### config.mk
export PLATFORM = sky130hd
export DESIGN_NAME = adcseq_top
export DESIGN_NICKNAME = d
export VERILOG_FILES = /design/src/include/adcseq_pkg.sv /design/src/include/adcseq_conv_if.sv /design/src/rtl/adcseq_mux.sv /design/src/rtl/adcseq_top.sv
export SDC_FILE = /design/constraint.sdc
export NUM_CORES = 1
export LEC_CHECK = 0
export BUFFER_PORTS_ARGS = -buffer_cell sky130_fd_sc_hd__buf_2
export CORE_ASPECT_RATIO = 1.5
export CORE_MARGIN = 8
export CORE_UTILIZATION = 30
export DETAILED_ROUTE_END_ITERATION = 10
export PLACE_DENSITY = 0.56
export SLEW_MARGIN = 30
export SYNTH_ARGS = -nofsm -noshare
export SYNTH_HDL_FRONTEND = slang
export SYNTH_SLANG_ARGS = --single-unit
export TNS_END_PERCENT = 100
### constraint.sdc
create_clock -name clk -period 2.1 [get_ports clk]
set_input_delay 0.21 -clock clk [delete_from_list [all_inputs] [get_ports clk]]
set_output_delay 0.21 -clock clk [all_outputs]
set_load 0.01 [all_outputs]
### src/include/adcseq_pkg.sv
`default_nettype none
package adcseq_pkg;
  // special-function addresses
  localparam logic [7:0] ADCSEQ_CTRL_ADDR   = 8'hA0;
  localparam logic [7:0] ADCSEQ_RESULT_ADDR = 8'h84;
  // control register fields
  localparam int ADCSEQ_ENABLE_POS = 5;
  localparam int ADCSEQ_DONE_POS   = 4;
  localparam int ADCSEQ_START_POS  = 3;
  localparam int ADCSEQ_CHAN_LSB   = 0;
  localparam int ADCSEQ_CHAN_W     = 3;
  localparam int ADCSEQ_IRQ_EN_POS = 6;
  // reset values
  localparam logic [7:0] ADCSEQ_CTRL_RESET   = 8'hC0;
  localparam logic [7:0] ADCSEQ_RESULT_RESET = 8'h00;
  localparam logic [7:0] ADCSEQ_UNUSED_BITS  = 8'hC0;
  // timing and geometry
  localparam int         ADCSEQ_CONV_CYCLES = 40;
  localparam logic [5:0] ADCSEQ_CNT_LAST    = 6'(ADCSEQ_CONV_CYCLES - 1);
  localparam int         ADCSEQ_CHANNELS    = 5;
  localparam int         ADCSEQ_DATA_W      = 8;
endpackage : adcseq_pkg
`default_nettype wire

### src/include/adcseq_conv_if.sv
`timescale 1ns/1ps
`default_nettype none
interface adcseq_conv_if;
  logic       start;
  logic [2:0] channel;
  logic       done;
  logic [7:0] result;
  modport ctrl (output start, output channel, input done, input result);
  modport core (input start, input channel, output done, output result);
endinterface : adcseq_conv_if
`default_nettype wire

### src/rtl/adcseq_mux.sv
`timescale 1ns/1ps
`default_nettype none
module adcseq_mux
  import adcseq_pkg::*;
(
  // clock and reset
  input  wire logic        clk,
  input  wire logic        reset_n,
  // conversion link
  adcseq_conv_if.core      conv,
  // digitised channel samples
  input  wire logic [39:0] chan_data,
  // abort from power modes or a cleared enable
  input  wire logic        abort
);
  logic [7:0] sel_ff, nxt_sel;
  logic [7:0] word [ADCSEQ_CHANNELS];

  genvar g;
  generate
    for (g = 0; g < ADCSEQ_CHANNELS; g++) begin : g_ch
      assign word[g] = chan_data[g*8 +: 8];
    end
  endgenerate

  // codes above 4 pick no pin; result reads zero
  always_comb begin
    nxt_sel = sel_ff;
    if (conv.start) begin
      nxt_sel = (conv.channel < 3'(ADCSEQ_CHANNELS)) ? word[conv.channel] : 8'h00;
    end
  end

  always_ff @(posedge clk or negedge reset_n) begin
    if (!reset_n) begin
      sel_ff <= 8'h00;
    end else begin
      sel_ff <= nxt_sel;
    end
  end

  // sample held at start, taken by the top on finish; done tied low
  assign conv.result = sel_ff;
  assign conv.done   = 1'b0;
  logic unused_abort;
  assign unused_abort = abort;
endmodule : adcseq_mux
`default_nettype wire

### src/rtl/adcseq_top.sv
`timescale 1ns/1ps
`default_nettype none
module adcseq_top
  import adcseq_pkg::*;
(
  // clock and reset
  input  wire logic        clk,
  input  wire logic        reset_n,
  // special-function bus, byte wide
  input  wire logic [7:0]  sfr_addr,
  input  wire logic [7:0]  sfr_wdata,
  input  wire logic        sfr_wr,
  input  wire logic        sfr_rd,
  output logic      [7:0]  sfr_rdata,
  // interrupt enable register bit from the cpu
  input  wire logic        converter_irq_enable,
  // power modes from the cpu
  input  wire logic        idle_mode,
  input  wire logic        power_down,
  // converted channel samples
  input  wire logic [39:0] chan_data,
  // outputs
  output logic             irq_req,
  output logic [4:0]       analog_pin_sel,
  output logic             converter_enabled
);
  typedef enum logic [0:0] {
    ADCSEQ_IDLE = 1'b0,
    ADCSEQ_BUSY = 1'b1
  } adcseq_state_t;

  // sequencer state
  adcseq_state_t state_ff,  nxt_state;
  logic [5:0]    cnt_ff,    nxt_cnt;
  // control register fields
  logic          enable_ff, nxt_enable;
  logic [2:0]    chan_ff,   nxt_chan;
  // completion flag and result byte
  logic          done_ff,   nxt_done;
  logic [7:0]    result_ff, nxt_result;
  // output registers
  logic [7:0]    rdata_ff,  nxt_rdata;
  logic          irq_ff,    nxt_irq;
  logic [4:0]    pin_ff,    nxt_pin;
  // decoded bus and sequencer events
  logic          start_bit;
  logic          wr_ctrl;
  logic          rd_result;
  logic          accept;
  logic          power_save;
  logic          abort;
  logic          finish;

  adcseq_conv_if conv ();

  adcseq_mux u_mux (
    .clk       (clk),
    .reset_n   (reset_n),
    .conv      (conv),
    .chan_data (chan_data),
    .abort     (abort)
  );

  assign start_bit  = (state_ff == ADCSEQ_BUSY);
  assign wr_ctrl    = sfr_wr && (sfr_addr == ADCSEQ_CTRL_ADDR);
  assign rd_result  = sfr_rd && (sfr_addr == ADCSEQ_RESULT_ADDR);
  assign power_save = idle_mode || power_down;
  // start only from idle and enabled; anything else is dropped
  assign accept     = wr_ctrl && sfr_wdata[ADCSEQ_START_POS] && enable_ff && !start_bit && !done_ff
                      && !power_save;
  // power modes or a cleared enable cut a running conversion short
  assign abort      = start_bit && (power_save || !enable_ff);
  assign finish     = start_bit && !abort && (cnt_ff == ADCSEQ_CNT_LAST);

  assign conv.start   = accept;
  assign conv.channel = chan_ff;

  // control fields; channel frozen while busy or while done is set
  always_comb begin
    nxt_enable = enable_ff;
    nxt_chan   = chan_ff;
    if (wr_ctrl) begin
      nxt_enable = sfr_wdata[ADCSEQ_ENABLE_POS];
      if (!done_ff && !start_bit) begin
        nxt_chan = sfr_wdata[ADCSEQ_CHAN_LSB +: ADCSEQ_CHAN_W];
      end
    end
  end

  always_ff @(posedge clk or negedge reset_n) begin
    if (!reset_n) begin
      enable_ff <= ADCSEQ_CTRL_RESET[ADCSEQ_ENABLE_POS];
      chan_ff   <= ADCSEQ_CTRL_RESET[ADCSEQ_CHAN_LSB +: ADCSEQ_CHAN_W];
    end else begin
      enable_ff <= nxt_enable;
      chan_ff   <= nxt_chan;
    end
  end

  // sequencer counts edges from the accepting one
  always_comb begin
    nxt_state = state_ff;
    nxt_cnt   = cnt_ff;
    unique case (state_ff)
      ADCSEQ_IDLE: begin
        if (accept) begin
          nxt_state = ADCSEQ_BUSY;
          nxt_cnt   = 6'h00;
        end
      end
      ADCSEQ_BUSY: begin
        if (abort || finish) begin
          nxt_state = ADCSEQ_IDLE;
        end else begin
          nxt_cnt = cnt_ff + 6'h01;
        end
      end
    endcase
  end

  always_ff @(posedge clk or negedge reset_n) begin
    if (!reset_n) begin
      state_ff <= ADCSEQ_IDLE;
      cnt_ff   <= 6'h00;
    end else begin
      state_ff <= nxt_state;
      cnt_ff   <= nxt_cnt;
    end
  end

  // set wins over a read clear in the same cycle
  always_comb begin
    nxt_done   = done_ff;
    nxt_result = result_ff;
    if (rd_result) begin
      nxt_done = 1'b0;
    end
    if (finish) begin
      nxt_done   = 1'b1;
      nxt_result = conv.result;
    end
  end

  always_ff @(posedge clk or negedge reset_n) begin
    if (!reset_n) begin
      done_ff   <= ADCSEQ_CTRL_RESET[ADCSEQ_DONE_POS];
      result_ff <= ADCSEQ_RESULT_RESET;
    end else begin
      done_ff   <= nxt_done;
      result_ff <= nxt_result;
    end
  end

  // read-back shows each register as it stands after this edge
  always_comb begin
    nxt_rdata = 8'h00;
    if (sfr_addr == ADCSEQ_CTRL_ADDR) begin
      nxt_rdata = ADCSEQ_UNUSED_BITS;
      nxt_rdata[ADCSEQ_ENABLE_POS] = nxt_enable;
      nxt_rdata[ADCSEQ_DONE_POS]   = nxt_done;
      nxt_rdata[ADCSEQ_START_POS]  = (nxt_state == ADCSEQ_BUSY);
      nxt_rdata[ADCSEQ_CHAN_LSB +: ADCSEQ_CHAN_W] = nxt_chan;
    end else if (sfr_addr == ADCSEQ_RESULT_ADDR) begin
      nxt_rdata = nxt_result;
    end
  end

  always_ff @(posedge clk or negedge reset_n) begin
    if (!reset_n) begin
      rdata_ff <= 8'h00;
    end else begin
      rdata_ff <= nxt_rdata;
    end
  end

  // request and pin select track the flags of this edge
  always_comb begin
    nxt_irq = nxt_done && converter_irq_enable;
    nxt_pin = 5'h00;
    if (nxt_enable && (nxt_chan < 3'(ADCSEQ_CHANNELS))) begin
      nxt_pin = 5'(5'h01 << nxt_chan);
    end
  end

  always_ff @(posedge clk or negedge reset_n) begin
    if (!reset_n) begin
      irq_ff <= 1'b0;
      pin_ff <= 5'h00;
    end else begin
      irq_ff <= nxt_irq;
      pin_ff <= nxt_pin;
    end
  end

  assign sfr_rdata         = rdata_ff;
  assign irq_req           = irq_ff;
  assign analog_pin_sel    = pin_ff;
  assign converter_enabled = enable_ff;
  logic unused_done;
  assign unused_done = conv.done;
endmodule : adcseq_top
`default_nettype wire

### Word level (Yosys, flattened, before mapping)

Cells that the tools add are included.

| storage, ports and cells | value |
|---|---|
| register bits | 42 |
| memories | 0 |
| output and inout bits | 15 |
| latch bits | 0 |
| bits in read-only memories | 0 |
| bits in writable memories | 0 |

| operators by class | value |
|---|---|
| order comparisons | 3 |
| reduce and logical (&&, ||, !) cells | 22 |
| bitwise gates (word level) | 2 |
| multiplexer cells | 19 |
| eq/ne operators | 5 |
| $add $sub $neg | 1 |
| shift operators | 1 |
| divide/modulo/power cells | 0 |
| multipliers | 0 |

Operators by type and width:

| cell | number |
|---|---|
| $mux W8 | 6 |
| $bmux W8 S3 | 1 |
| $eq A8 B8 Y1 const B | 2 |
| $logic_and A1 B1 Y1 | 13 |
| $mux W6 | 2 |
| $pmux W6 S2 | 1 |
| $add A6 B1 Y6 const B | 1 |
| $eq A6 B6 Y1 const B | 1 |
| $lt A3 B3 Y1 const B | 2 |
| $mux W3 | 2 |
| $logic_not A1 Y1 | 5 |
| $mux W1 | 5 |
| $mux W5 | 1 |
| $shl A1 B3 Y5 const A | 1 |
| $ge A4 B4 Y1 const B | 1 |
| $ne A2 B2 Y1 const B | 2 |
| $not A3 Y4 | 1 |
| $logic_or A1 B1 Y1 | 3 |
| $pmux W1 S2 | 1 |
| $reduce_and A2 Y1 | 1 |
| $not A1 Y1 | 1 |

### Logic depth before layout (Yosys ltp)

| depth | value |
|---|---|
| depth after elaboration | 10 |
| gate-level depth with buffers | 6 |
| depth with buffers taken out | 5 |

### By module

Synthesis repeated with hierarchy kept, for this count alone.

| unflattened totals | value |
|---|---|
| cell total of the unflattened synthesis | 163 |
| area, all modules | 2060.7 µm² |

Modules (own cells, without submodules):

| module | sequential area each (µm²) | cells an instance | times used | area each (µm²) |
|---|---|---|---|---|
| adcseq_top | 850.8 | 114 | 1 | 1472.7 |
| adcseq_mux | 200.2 | 49 | 1 | 588.1 |

### Worst setup path after synthesis

No wires, ideal clock.

| path | value |
|---|---|
| path kind | register -> register |
| from | register cnt_ff[0] |
| to | register rdata_ff[3] (netlist: sfr_rdata[3]) |
| library setup time | 121 ps |
| arrival | 1706 ps |
| stages on the path, launching flop included | 7 |
| path buffers | 1 |
| required time | 1979 ps |
| slack | 273 ps |
| clock period less this slack | 1827 ps |
| cell sequence | dfrtp_1 -> ha_1 -> nand4b_1 -> or3b_1 -> buf_6 -> mux2_4 -> a22o_1 |

RTL lines:

| item | RTL line | source |
|---|---|---|
| from (decl) | adcseq_top.sv:34 | `logic [5:0] cnt_ff, nxt_cnt;` |
| from (signal assigned) | adcseq_top.sv:127 | `cnt_ff <= nxt_cnt;` |
| $eq A6 B6 Y1 | adcseq_top.sv:73 | `assign finish = start_bit && !abort && (cnt_ff == ADCSEQ_CNT_LAST);` |
| $logic_and A1 B1 Y1 | adcseq_top.sv:73 |  |
| $mux W8 | adcseq_top.sv:138 | `if (finish) begin` |
| named net nxt_result[3] | adcseq_top.sv:40 | `logic [7:0] result_ff, nxt_result;` |
| $mux W8 | adcseq_top.sv:163 | `end else if (sfr_addr == ADCSEQ_RESULT_ADDR) begin` |
| $mux W8 | adcseq_top.sv:157 | `if (sfr_addr == ADCSEQ_CTRL_ADDR) begin` |
| named net nxt_rdata[3] | adcseq_top.sv:42 | `logic [7:0] rdata_ff, nxt_rdata;` |
| to (signal assigned) | adcseq_top.sv:172 | `rdata_ff <= nxt_rdata;` |
| to (decl) | adcseq_top.sv:42 |  |

The timed path passes the listed nets, and every way through them passes these cells.
A chain may end at the register's enable or synchronous reset.

### Final worst setup path

| path | value |
|---|---|
| from | register cnt_ff[0] |
| to | register rdata_ff[1] (netlist: sfr_rdata[1]) |

The elaborated chain is that of the path after synthesis.

==> results.sh <==
export IMPL_r2r_end="sfr_rdata[1]$_DFF_PN0_"
export IMPL_arrival_ns=2.08
export IMPL_fp_dieArea_mm2=0.00966
export IMPL_relSlewSlack=0.495
export IMPL_rows=36
export IMPL_fillers=646
export IMPL_grt_max_degree=43
export IMPL_start_kind="flop"
export IMPL_routed_via_density=4.93
export IMPL_insertion_delay_ns=0.29
export IMPL_clock_skew_final_ns=0.00838
export IMPL_ys_seq_area_frac=0.521
export IMPL_whs_path_depth=2
export IMPL_min_to="irq_req$_DFF_PN0_"
export IMPL_final_setup_tns_ns=0
export IMPL_synth_seq_cells=42
export IMPL_cp_max_fo=6
export IMPL_max_slew_worst_pin_slew_ns=0.752
export IMPL_synth_edf_count=0
export IMPL_hold_start="converter_irq_enable"
export IMPL_cts_setup_buffers=0
export IMPL_avgSynthCellArea_um2=12.8
export IMPL_die_y_um=116
export IMPL_postSynthCellCount=157
export IMPL_critical_path_class="reg -> reg"
export IMPL_synth_top_area_frac=0.521
export IMPL_leakage_uw=0.00139
export IMPL_drv_slew=0
export IMPL_r2r_start="cnt_ff[0]$_DFFE_PN0P_"
export IMPL_grt_pass1_wl_mm=8.36
export IMPL_place_hpwl_mm=3.98
export IMPL_power_switching_uw=344
export IMPL_cts_root_buf="clkbuf_8"
export IMPL_overflow=0
export IMPL_wire_per_inst_um=15.5
export IMPL_endpoint_kind="flop"
export IMPL_yosysWarnings=0
export IMPL_reg2regPathDepth=6
export IMPL_grt_usage=0.105
export IMPL_io_buffers=74
export IMPL_syn_area_mm2=0.00202
export IMPL_yosys_cell_types_count=41
export IMPL_syn_to_final_growth_pct=31.1
export IMPL_place_congestion=0.745
export IMPL_synthesis_nets=221
export IMPL_status="complete, no violations"
export IMPL_first_pass_iters=4
export IMPL_drtAntennaViolNets=0
export IMPL_seq_power_share=0.508
export IMPL_via_count=1573
export IMPL_synth_area_top_cells="dfrtp_1, mux4_2, mux2_4"
export IMPL_power_share_switching=0.212
export IMPL_ys_flop_type="dfrtp_1"
export IMPL_fin_crit_ns=1.90
export IMPL_hold_class="in -> reg"
export IMPL_fp_dieW_um=83.0
export IMPL_synth_most_common_cell="dfrtp_1"
export IMPL_async_flop_share=1.00
export IMPL_rsz0062_at_grt="false"
export IMPL_drt_iter0_markers=47
export IMPL_synth_largest_area_cell="dfrtp_1"
export IMPL_period_share=0.907
export IMPL_drv_cap=0
export IMPL_hold_viol_final=0
export IMPL_fin_nets=307
export IMPL_setup_viol=0
export IMPL_cts_tree="yes"
export IMPL_clockBufferDepth=2
export IMPL_h_tree_depth=2
export IMPL_ir_drop_mv=0.321
export IMPL_p_per_area_mw_per_mm2=612
export IMPL_coreArea_mm2=0.00649
export IMPL_n_antenna_cell=0
export IMPL_drt_total_wl_mm=4.94
export IMPL_num_io_pins=78
export IMPL_cts_buffers=5
export IMPL_drive_gt1_frac=0.465
export IMPL_grt_pass1_vias=1758
export IMPL_internal_power_uw=1280
export IMPL_clkPwrFrac=0.400
export IMPL_drc=0
export IMPL_path_clk_slew_ns=0.08
export IMPL_cts_sinks=42
export IMPL_worstPathRequired_ns=2.27
export IMPL_p_comb_frac=0.092
export IMPL_grt_antenna_before_repair=0
export IMPL_synthTopCellsByCount="dfrtp_1, o21ai_0, a22oi_1"
export IMPL_power_total_uw=1620
export IMPL_reg2reg_slack_ns=0.20
export IMPL_initial_core_util=0.311
export IMPL_max_freq_mhz=525
metrics by stage:
step | instances | utilization | area (µm²) | hold slack (ns) | setup WS (ns)
2_1_floorplan | 157 | - | 2020 | -0.0856 | 0.273
3_3_place_gp | 311 | 0.389 | 2520 | 0.312 | 0.213
3_5_place_dp | 311 | 0.389 | 2520 | 0.310 | 0.200
4_1_cts | 319 | 0.408 | 2640 | 0.114 | 0.179
5_1_grt | 319 | 0.408 | 2640 | 0.129 | 0.0453
6_report | 319 | 0.408 | 2640 | 0.125 | 0.195
worst max path at each step:
| stage | start | end | slack, ns | cells past startpoint |
|---|---|---|---|---|
| floorplan | cnt_ff[0]$_DFFE_PN0P_ | sfr_rdata[3]$_DFF_PN0_ | 0.27 | 6 |
| global placement | cnt_ff[0]$_DFFE_PN0P_ | sfr_rdata[0]$_DFF_PN0_ | 0.21 | 6 |
| detailed placement | cnt_ff[0]$_DFFE_PN0P_ | sfr_rdata[1]$_DFF_PN0_ | 0.20 | 6 |
| CTS | cnt_ff[0]$_DFFE_PN0P_ | sfr_rdata[1]$_DFF_PN0_ | 0.18 | 6 |
| global route | cnt_ff[0]$_DFFE_PN0P_ | sfr_rdata[1]$_DFF_PN0_ | 0.05 | 6 |
| finish | cnt_ff[0]$_DFFE_PN0P_ | sfr_rdata[1]$_DFF_PN0_ | 0.20 | 6 |
layout make-up:
cell class	count	area, µm²	share of cell area
Sequential cell	42	1050	0.398
Multi-Input combinational cell	103	911	0.345
Timing Repair Buffer	84	448	0.169
Tap cell	76	95.1	0.0360
Clock buffer	6	82.6	0.0312
Clock inverter	1	30.0	0.0114
Inverter	7	26.3	0.00994
power by group through the flow:
| stage | combinational, µW | clock (µW) | sequential (µW) |
|---|---|---|---|
| after floorplan | 64.2 | 0 | 834 |
| after global placement | 146 | 0 | 839 |
| after detailed placement | 150 | 0 | 839 |
| after CTS | 151 | 669 | 823 |
| after global routing | 166 | 698 | 825 |
| final | 149 | 647 | 823 |
kinds of logic (layout without fill, tap and decap cells):
group	after synthesis	after routing	share of synthesized area
muxes	23	23	0.176
adders and majority gates	1	1	0.00620
xor gates and xnor gates	4	4	0.0174
and+or+nand+nor	35	35	0.122
DFF	42	42	0.521
buffers and inverters	12	98	0.0273
AOI/OAI and AO/OA	40	40	0.130
metal layers:
layer,vias up,global-route usage,part of all wire
met1,731,0.118,0.41
met5,-,0,0
met4,0,0.0376,0.020
li1,766,-,-
met2,67,0.174,0.48
met3,9,0.0468,0.084
sequential cells by signal, summed over array words and instances, names as in the netlist, 3 cells and up:
name,flops
analog_pin_sel,5
chan_ff,3
cnt_ff,6
result_ff,8
sfr_rdata,8
u_mux.conv.result,8
worst max-delay path, stage by stage, from the launching register on:
cell and delay [ns]:
dfrtp_1 0.39, ha_1 0.20, nand4b_1 0.14, or3b_1 0.39, buf_4 0.19, mux2_4 0.31, a22o_1 0.18
cells in the final DEF (no fill, tap or decap), types with 5 or more instances in the layout:
master    netlist  layout
buf_2           2      74
mux2i_1         7       7
buf_4           0       9
dfrtp_1        42      42
mux4_2          7       7
clkbuf_8        0       6
inv_1           5       5
nor2_1          7       7
a22oi_1         8       8
mux2_4          7       7
o21ai_0        18      18
repair_timing:
action	in CTS	in global routing
gates resized for setup	0	0
hold endpoints to repair	34	0
endpoints found under the setup margin	0	0
hold buffers	1	0
Power figures use the tool's default switching activity.
